$ cat config.mk
export PLATFORM = sky130hd
export DESIGN_NAME = pirq_top
export DESIGN_NICKNAME = d
export VERILOG_FILES = /design/src/hw/pirq_pkg.sv /design/src/hw/pirq_top.sv
export VERILOG_INCLUDE_DIRS = /design/src /design/src/hw
export SDC_FILE = /design/constraint.sdc
export NUM_CORES = 2
export LEC_CHECK = 0
export BUFFER_PORTS_ARGS = -buffer_cell sky130_fd_sc_hd__buf_4
export CORE_MARGIN = 2
export CORE_UTILIZATION = 64
export CTS_BUF_LIST = sky130_fd_sc_hd__clkbuf_2 sky130_fd_sc_hd__clkbuf_4 sky130_fd_sc_hd__clkbuf_8
export CTS_CLUSTER_DIAMETER = 80
export DETAILED_ROUTE_END_ITERATION = 7
export PLACE_DENSITY = 0.83
export SLEW_MARGIN = 15
export SYNTH_ARGS = -nofsm -noshare
export SYNTH_HDL_FRONTEND = slang
export SYNTH_SLANG_ARGS = --single-unit
$ cat constraint.sdc
create_clock -name clk_sys -period 356.7 [get_ports clk_sys]
set_clock_uncertainty 0.15 [all_clocks]
set_input_delay 53.505 -clock clk_sys [delete_from_list [all_inputs] [get_ports clk_sys]]
set_output_delay 53.505 -clock clk_sys [all_outputs]
set_load 0.02 [all_outputs]
$ cat src/hw/pirq_consts.svh
// register indices, field positions and masks of the interrupt controller
`ifndef PIRQ_CONSTS_SVH
`define PIRQ_CONSTS_SVH

`define PIRQ_NUM_SRC        96
`define PIRQ_NUM_FLAG_REGS  6
`define PIRQ_NUM_PRIO_REGS  24
`define PIRQ_PRIO_PER_REG   4

// word indices; byte address is four times the index
`define PIRQ_IDX_GIC1       6'h00
`define PIRQ_IDX_GIC2       6'h01
`define PIRQ_IDX_FLAG0      6'h02
`define PIRQ_IDX_EN0        6'h08
`define PIRQ_IDX_PRIO0      6'h0e
`define PIRQ_IDX_VLATCH     6'h26
`define PIRQ_IDX_ALU_STAT   6'h27
`define PIRQ_IDX_CORE_CTRL  6'h28
`define PIRQ_IDX_IRQ_STAT   6'h29
`define PIRQ_IDX_IRQ_CLR    6'h2a
`define PIRQ_IDX_IRQ_EN     6'h2b

// global control 1 and 2 fields
`define PIRQ_GIC1_NEST_BIT  15
`define PIRQ_GIC1_TRAP_LSB  1
`define PIRQ_NUM_TRAPS      4
`define PIRQ_GIC2_ALT_BIT   15
`define PIRQ_NUM_EXT        3

// cpu level fields
`define PIRQ_ALU_IPL_LSB    5
`define PIRQ_CORE_CPU_PRIORITY_MSB_BIT  3
`define PIRQ_VL_LVL_LSB     8

// vectors of the external lines
`define PIRQ_VEC_EXT0       0
`define PIRQ_VEC_EXT1       20
`define PIRQ_VEC_EXT2       29

// implemented bits of interrupt_enable_1, full and small variants
`define PIRQ_EN1_FULL_MASK  16'hea1f
`define PIRQ_EN1_SMALL_MASK 16'h201f
`define PIRQ_FULL_MASK      16'hffff

// event bits of the summary interrupt
`define PIRQ_EV_REQ_BIT     0
`define PIRQ_EV_LOST_BIT    1
`define PIRQ_NUM_EV         2

`endif

$ cat src/hw/pirq_pkg.sv
// types of the prioritized interrupt controller
`include "pirq_consts.svh"

package pirq_pkg;

    typedef logic [2:0] pirq_prio_t;

    // everything presented to the processor core
    typedef struct packed {
        logic       req;
        logic [6:0] vector_number;
        logic [3:0] latched_level;
        logic       alt_vector_sel;
    } pirq_core_t;

    // whole state of the controller
    typedef struct packed {
        logic [`PIRQ_NUM_SRC-1:0]              flags;
        logic [`PIRQ_NUM_SRC-1:0]              enables;
        logic [`PIRQ_NUM_SRC-1:0][2:0]         prio;
        logic                                  nesting_disable;
        logic [`PIRQ_NUM_TRAPS-1:0]            trap_flags;
        logic                                  alternate_vector_table;
        logic [`PIRQ_NUM_EXT-1:0]              ext_falling;
        logic [2:0]                            cpu_priority_level;
        logic [6:0]                            vector_number;
        logic [3:0]                            latched_level;
        logic                                  core_req;
        logic [`PIRQ_NUM_EV-1:0]               irq_stat;
        logic [`PIRQ_NUM_EV-1:0]               irq_en;
        logic [`PIRQ_NUM_EXT-1:0]              ext_s1;
        logic [`PIRQ_NUM_EXT-1:0]              ext_s2;
        logic [`PIRQ_NUM_EXT-1:0]              ext_prev;
        logic [31:0]                           prdata;
    } pirq_state_t;

endpackage

$ cat src/hw/pirq_top.sv
// prioritized interrupt controller with apb register access
`timescale 1ns/1ps
`default_nettype none
`include "pirq_consts.svh"

// Summary of operation
// each source has a flag set by hardware, cleared only by software write
// a source with its enable clear never requests the core
// each source has a programmable three-bit priority, eight levels
// vector latch holds 7-bit vector number and 4-bit new level
// latched level equals programmed priority of the presented source
// flag, enable, priority positions follow vector order, line 0 at bit 0
// cpu level sits in alu status bits 7:5, software writable
// fourth cpu level bit in core control is read-only
// global control 1 holds nesting disable and trap flags
// global control 2 sets external line edges and alternate table use
// register set: two globals, six flag, six enable, priority, vector latch
// enable 1 bits 15,14,13,11,9: uart2 tx, rx, line 2, timer 4, ccp3
// enable 1 bits 4..0: line 1, pin change, comparator, collision, serial
// enable bit 1 enables, 0 disables, all reset to zero
// enable 1 bits 12, 10, 8-5 read zero and ignore writes
// small variants lack uart2, timer 4 and ccp3 enables
// highest enabled pending priority wins, low vector breaks ties, must beat cpu
module pirq_top #(
    parameter bit SMALL_VARIANT = 1'b0
) (
    // clock and reset
    input  wire logic                       clk_sys,
    input  wire logic                       rst_n,
    // apb slave
    input  wire logic                       psel,
    input  wire logic                       penable,
    input  wire logic                       pwrite,
    input  wire logic [11:0]                paddr,
    input  wire logic [31:0]                pwdata,
    output logic                            pready,
    output logic [31:0]                     prdata,
    output logic                            pslverr,
    // request sources
    input  wire logic [`PIRQ_NUM_SRC-1:0]   periph_req,
    input  wire logic [`PIRQ_NUM_EXT-1:0]   ext_line,
    input  wire logic [`PIRQ_NUM_TRAPS-1:0] trap_event,
    // processor core
    input  wire logic                       cpu_priority_msb,
    output pirq_pkg::pirq_core_t            core,
    // summary interrupt
    output logic                            irq
);

    // ************************************************************
    // implemented bit masks
    // ************************************************************
    localparam logic [15:0] EN1_MASK = SMALL_VARIANT ? `PIRQ_EN1_SMALL_MASK
                                                     : `PIRQ_EN1_FULL_MASK;
    localparam logic [`PIRQ_NUM_SRC-1:0] IMPL_MASK = {{4{`PIRQ_FULL_MASK}},
                                                      EN1_MASK,
                                                      `PIRQ_FULL_MASK};

    pirq_pkg::pirq_state_t s_reg;
    pirq_pkg::pirq_state_t s_next;

    logic                          wr_en;
    logic                          rd_setup;
    logic [5:0]                    widx;
    logic                          mapped;
    logic [`PIRQ_NUM_SRC-1:0]      set_vec;
    logic [`PIRQ_NUM_EXT-1:0]      ext_edge;
    logic [`PIRQ_NUM_SRC-1:0]      pending;
    logic [2:0]                    best_p;
    logic [6:0]                    best_v;
    logic                          found;
    logic [3:0]                    cpu_level;
    logic                          want_req;
    logic [`PIRQ_NUM_EV-1:0]       events;
    logic [31:0]                   rd_word;

    // ************************************************************
    // apb decode
    // ************************************************************
    assign widx     = paddr[7:2];
    assign mapped   = (paddr[11:8] == 4'h0) && (widx <= `PIRQ_IDX_IRQ_EN);
    assign pready   = psel & penable;
    assign pslverr  = pready & ~mapped;
    assign wr_en    = pready & pwrite & mapped;
    // read data is captured in the setup cycle so the access needs no wait
    assign rd_setup = psel & ~penable & ~pwrite;
    assign prdata   = s_reg.prdata;

    // ************************************************************
    // outputs toward core and software
    // ************************************************************
    assign core.req            = s_reg.core_req;
    assign core.vector_number  = s_reg.vector_number;
    assign core.latched_level  = s_reg.latched_level;
    assign core.alt_vector_sel = s_reg.alternate_vector_table;
    assign irq                 = |(s_reg.irq_stat & s_reg.irq_en);
    assign cpu_level           = {cpu_priority_msb, s_reg.cpu_priority_level};

    // ************************************************************
    // external line edges
    // ************************************************************
    always_comb begin
        for (int i = 0; i < `PIRQ_NUM_EXT; i++) begin
            // polarity bit picks falling edge, otherwise rising
            ext_edge[i] = s_reg.ext_falling[i] ? (s_reg.ext_prev[i] & ~s_reg.ext_s2[i])
                                               : (~s_reg.ext_prev[i] & s_reg.ext_s2[i]);
        end
    end

    always_comb begin
        set_vec                    = periph_req;
        set_vec[`PIRQ_VEC_EXT0]    = periph_req[`PIRQ_VEC_EXT0] | ext_edge[0];
        set_vec[`PIRQ_VEC_EXT1]    = periph_req[`PIRQ_VEC_EXT1] | ext_edge[1];
        set_vec[`PIRQ_VEC_EXT2]    = periph_req[`PIRQ_VEC_EXT2] | ext_edge[2];
        set_vec                    = set_vec & IMPL_MASK;
    end

    // ************************************************************
    // arbitration
    // ************************************************************
    assign pending = s_reg.flags & s_reg.enables;

    always_comb begin
        best_p = 3'h0;
        best_v = 7'h00;
        found  = 1'b0;
        // scan downward so an equal priority lets the lower vector win
        for (int i = `PIRQ_NUM_SRC - 1; i >= 0; i--) begin
            if (pending[i] && (s_reg.prio[i] != 3'h0) && (s_reg.prio[i] >= best_p)) begin
                best_p = s_reg.prio[i];
                best_v = 7'(i);
                found  = 1'b1;
            end
        end
    end

    // nesting disable lets a request through only from the base level
    assign want_req = found && ({1'b0, best_p} > cpu_level) &&
                      (!s_reg.nesting_disable || (cpu_level == 4'h0));

    // ************************************************************
    // register read mux
    // ************************************************************
    always_comb begin
        rd_word = 32'h0000_0000;
        if (widx == `PIRQ_IDX_GIC1) begin
            rd_word[`PIRQ_GIC1_NEST_BIT] = s_reg.nesting_disable;
            rd_word[`PIRQ_GIC1_TRAP_LSB +: `PIRQ_NUM_TRAPS] = s_reg.trap_flags;
        end else if (widx == `PIRQ_IDX_GIC2) begin
            rd_word[`PIRQ_GIC2_ALT_BIT] = s_reg.alternate_vector_table;
            rd_word[`PIRQ_NUM_EXT-1:0]  = s_reg.ext_falling;
        end else if (widx == `PIRQ_IDX_VLATCH) begin
            rd_word[6:0] = s_reg.vector_number;
            rd_word[`PIRQ_VL_LVL_LSB +: 4] = s_reg.latched_level;
        end else if (widx == `PIRQ_IDX_ALU_STAT) begin
            rd_word[`PIRQ_ALU_IPL_LSB +: 3] = s_reg.cpu_priority_level;
        end else if (widx == `PIRQ_IDX_CORE_CTRL) begin
            rd_word[`PIRQ_CORE_CPU_PRIORITY_MSB_BIT] = cpu_priority_msb;
        end else if (widx == `PIRQ_IDX_IRQ_STAT) begin
            rd_word[`PIRQ_NUM_EV-1:0] = s_reg.irq_stat;
        end else if (widx == `PIRQ_IDX_IRQ_EN) begin
            rd_word[`PIRQ_NUM_EV-1:0] = s_reg.irq_en;
        end
        for (int r = 0; r < `PIRQ_NUM_FLAG_REGS; r++) begin
            if (widx == 6'(`PIRQ_IDX_FLAG0 + r)) begin
                rd_word[15:0] = s_reg.flags[16*r +: 16];
            end
            if (widx == 6'(`PIRQ_IDX_EN0 + r)) begin
                rd_word[15:0] = s_reg.enables[16*r +: 16];
            end
        end
        for (int r = 0; r < `PIRQ_NUM_PRIO_REGS; r++) begin
            if (widx == 6'(`PIRQ_IDX_PRIO0 + r)) begin
                for (int j = 0; j < `PIRQ_PRIO_PER_REG; j++) begin
                    rd_word[4*j +: 3] = s_reg.prio[`PIRQ_PRIO_PER_REG*r + j];
                end
            end
        end
        if (!mapped) begin
            rd_word = 32'h0000_0000;
        end
    end

    // ************************************************************
    // next state
    // ************************************************************
    always_comb begin
        s_next = s_reg;

        // pins pass two flops before the edge detector sees them
        s_next.ext_s1   = ext_line;
        s_next.ext_s2   = s_reg.ext_s1;
        s_next.ext_prev = s_reg.ext_s2;

        if (rd_setup) begin
            s_next.prdata = rd_word;
        end

        if (wr_en) begin
            if (widx == `PIRQ_IDX_GIC1) begin
                s_next.nesting_disable = pwdata[`PIRQ_GIC1_NEST_BIT];
                s_next.trap_flags = pwdata[`PIRQ_GIC1_TRAP_LSB +: `PIRQ_NUM_TRAPS];
            end
            if (widx == `PIRQ_IDX_GIC2) begin
                s_next.alternate_vector_table = pwdata[`PIRQ_GIC2_ALT_BIT];
                s_next.ext_falling = pwdata[`PIRQ_NUM_EXT-1:0];
            end
            if (widx == `PIRQ_IDX_ALU_STAT) begin
                s_next.cpu_priority_level = pwdata[`PIRQ_ALU_IPL_LSB +: 3];
            end
            if (widx == `PIRQ_IDX_IRQ_EN) begin
                s_next.irq_en = pwdata[`PIRQ_NUM_EV-1:0];
            end
            for (int r = 0; r < `PIRQ_NUM_FLAG_REGS; r++) begin
                if (widx == 6'(`PIRQ_IDX_FLAG0 + r)) begin
                    s_next.flags[16*r +: 16] = pwdata[15:0];
                end
                if (widx == 6'(`PIRQ_IDX_EN0 + r)) begin
                    s_next.enables[16*r +: 16] = pwdata[15:0];
                end
            end
            for (int r = 0; r < `PIRQ_NUM_PRIO_REGS; r++) begin
                if (widx == 6'(`PIRQ_IDX_PRIO0 + r)) begin
                    for (int j = 0; j < `PIRQ_PRIO_PER_REG; j++) begin
                        s_next.prio[`PIRQ_PRIO_PER_REG*r + j] = pwdata[4*j +: 3];
                    end
                end
            end
        end

        // hardware sets win over a software clear in the same cycle
        s_next.flags      = (s_next.flags | set_vec) & IMPL_MASK;
        s_next.enables    = s_next.enables & IMPL_MASK;
        s_next.trap_flags = s_next.trap_flags | trap_event;

        // latch follows the winner each cycle; zero when nothing is eligible
        s_next.vector_number = found ? best_v : 7'h00;
        s_next.latched_level = found ? {1'b0, best_p} : 4'h0;
        s_next.core_req      = want_req;

        // summary events
        events = '0;
        events[`PIRQ_EV_REQ_BIT]  = want_req & ~s_reg.core_req;
        events[`PIRQ_EV_LOST_BIT] = |(set_vec & s_reg.flags);
        if (wr_en && (widx == `PIRQ_IDX_IRQ_CLR)) begin
            s_next.irq_stat = s_reg.irq_stat & ~pwdata[`PIRQ_NUM_EV-1:0];
        end
        s_next.irq_stat = s_next.irq_stat | events;
    end

    // ************************************************************
    // state register
    // ************************************************************
    always_ff @(posedge clk_sys or negedge rst_n) begin
        if (!rst_n) begin
            s_reg <= '0;
        end else begin
            s_reg <= s_next;
        end
    end

endmodule
`default_nettype wire

==> impl_metrics.ini <==
[status]
status = complete, but fails checks
violations = design-rule violations

[worst_setup_path]
slowest_stage = o41ai_1
critical_path_class = flop to flop
start_kind = flop
crit_end = core[11]$_DFF_PN0_
rr_worst_depth = 644
cp_data_required_time_ns = 357.12
r2r-start = s_reg[548]$_DFF_PN0_
endpoint_kind = flop
r2r-end = core[11]$_DFF_PN0_
arrival_ns = 138.46
cpMostUsedCell = ha_1
r2r_slack_ns = 218.66
path_max_fanout = 9
crit_path_start = s_reg[548]$_DFF_PN0_
max_stage_delay_ns = 0.75

[timing]
rsz0062_at_grt = no
max_freq_mhz = 7.24
max_slew.worst_pin.slew_ns = 1.34
finalHoldViolations = 0
setup_slack_ns = 218.66
report.final.slew_viol_count = 0
period_needed_ns = 138.04
finalCritPeriodShare = 0.387
setup_viol = 0
relSlewSlack = 0.0967
setup-tns-final_ns = 0

[synthesis]
synth_edf_count = 0
syn_avg_cell_area_um2 = 8.82
ys_seq_elements = 520
ys_top_cells_by_area = dfrtp_1, mux2_2, nand2_1
netlist_instances = 4363
yosysTopAreaCell = dfrtp_1
synth.distinct_cells = 149
syn_area_um2 = 38500
ys_warn_count = 0
ys_seq_area_frac = 0.338
synth_top_area_frac = 0.338
ys.flop_type = dfrtp_1
async_flop_share = 1.00

[cells_and_area]
n_fill_cell = 4780
seq_area_um2 = 13000
areaGrowthSynthToFinish_pct = 9.48
mostFrequentLayoutCells = dfrtp_1, nand2_1, mux2_2
largest_register_ffs = 483
instances_no_fill = 5327
final_common_cell = dfrtp_1
drive_gt1_frac = 0.210
final_nets = 4732
multi_input_area_um2 = 23800

[drt]
vias_per_cell = 7.49
finalWirelength_mm = 168
drt_pre_antenna_iters = 8
drtAntennaViolNets = 0
drc = 14
dr_total_vias = 39900
routedWlPerCell_um = 31.5
drtIter0Drc = 6577

[clock_network]
htree_levels = 3
cts_resized = 0
cts_root_buffer = clkbuf_8
cts_buffers = 90
clkSlewWorstSetupHoldPaths_ns = 0.06
cts_tree = built
clock-sinks = 520
cts_setup_buffers = 0
cts.path.max_buffers = 3
hold_buffers = 0
worstSkewPairLatency_ns = 0.76

[die]
initial_utilization = 0.650
io_pins = 201
die-area_um2 = 62100
die_h_um = 249
fp-row-count = 89
die_w_um = 249
core_um2 = 59200

[power_and_ir_drop]
pwr-share-seq = 0.450
p_sw_mw = 0.0368
internal-power_mw = 0.0964
irDropWorstVdd_mv = 0.00331
sw_frac_of_total = 0.276
p_comb_frac = 0.099
clkPwrFrac = 0.451
leakagePower_nw = 18.8
power.density_nw_per_um2 = 3.16

[global_route]
track_usage = 0.530
first_global_vias = 36800
antenna_found_initial = 15
grt_pass1_wl_mm = 243
overflow = 0
grt_max_degree = 114

[placement]
place_congestion = 1.12
place_ws_ns = 221.99
io_buffers = 159
hpwl_mm = 123
dp_cells = 5154

[worst_hold_path]
hold_path_class = flop to flop

[job]
maxCapViolations = 0
worst min path at each step:
stage / cells past startpoint / endpoint / startpoint / slack (ns)
after global routing: 0 / s_next[34]$_DFF_PN0_ / s_next[37]$_DFF_PN0_ / 0.20
after CTS: 0 / s_next[33]$_DFF_PN0_ / s_next[36]$_DFF_PN0_ / 0.20
after detailed placement: 0 / s_next[32]$_DFF_PN0_ / s_next[35]$_DFF_PN0_ / 0.19
after global placement: 0 / s_next[34]$_DFF_PN0_ / s_next[37]$_DFF_PN0_ / 0.18
final: 0 / s_next[33]$_DFF_PN0_ / s_next[36]$_DFF_PN0_ / 0.20
after floorplan: 0 / s_next[32]$_DFF_PN0_ / s_next[35]$_DFF_PN0_ / 0.18
cells in the mapped netlist, types with 17 or more instances:
cell	count
nor2_1	325
and2_1	59
a21boi_0	23
a22o_1	43
a31oi_1	73
buf_4	47
nor2b_1	111
o21bai_1	20
nand4_1	44
nand3_1	168
nand2b_1	96
a21o_1	28
o2111ai_1	19
a221oi_1	71
a211o_1	93
clkbuf_1	145
dfrtp_1	520
mux2i_1	23
a21oi_1	207
nand2_1	437
o31ai_1	26
o21ai_1	17
or2_2	27
nand3b_1	21
o21a_1	52
o211ai_1	48
a22oi_1	110
o21ai_0	272
a211oi_1	26
maj3_1	26
inv_1	179
a222oi_1	18
o22ai_1	21
o211a_1	18
mux2_2	358
and3_1	49
ha_1	105
nor3_1	59
power by group through the flow:
stage | sequential, mW | clock (mW) | combinational [mW]
2_1_floorplan | 0.0606 | 0 | 0.00607
3_3_place_gp | 0.0609 | 0 | 0.0123
3_5_place_dp | 0.0609 | 0 | 0.0124
4_1_cts | 0.0599 | 0.0596 | 0.0124
5_1_grt | 0.0599 | 0.0624 | 0.0137
6_report | 0.0600 | 0.0601 | 0.0132
cell families (layout without fill, tap and decap cells):
| group | count (synthesis) | count (layout) | share of synthesized area |
|---|---|---|---|
| buf+inv | 401 | 564 | 0.0463 |
| other cells | 1 | 29 | 0.0000974 |
| fa+ha+maj | 132 | 132 | 0.0412 |
| mux | 383 | 383 | 0.111 |
| flops | 520 | 520 | 0.338 |
| simple gates | 1521 | 1521 | 0.197 |
| compound gates | 1405 | 1405 | 0.266 |
metrics by stage:
stage / instance area, um^2 / utilization / total power, mW / hold WS, ns
6_report: 42100 / 0.711 / 0.133 / 0.199
3_5_place_dp: 40100 / 0.678 / 0.0733 / 0.186
3_3_place_gp: 40100 / 0.678 / 0.0732 / 0.182
2_1_floorplan: 38600 / - / 0.0667 / 0.181
5_1_grt: 42100 / 0.711 / 0.136 / 0.204
4_1_cts: 42100 / 0.710 / 0.132 / 0.200
cell type report:
type	instances	share of cell area
antenna	12	0.000713
clock buffer	138	0.0412
clock inverter	22	0.00484
inverter	179	0.0159
multi-input combinational	3458	0.565
sequential	520	0.309
tap	773	0.0230
timing repair buffer	225	0.0402
metal layers:
metal	share of wire	global-route usage	up-vias	routed length [um]
li1	-	-	16600	-
met1	0.35	0.677	19000	59400
met2	0.38	0.714	3418	64400
met3	0.17	0.223	936	28200
met4	0.093	0.381	14	15500
met5	0.0012	0.0124	-	208
critical path, delay by kind of cell, from the launching register on:
kind | cells | cell delay (ns)
compound gates | 280 | 60.95
simple gates | 219 | 36.24
fa+ha+maj | 105 | 28.69
mux | 29 | 10.21
buf+inv | 11 | 0.87
flops | 1 | 0.63
No activity file was read; power rests on OpenSTA's default activity.
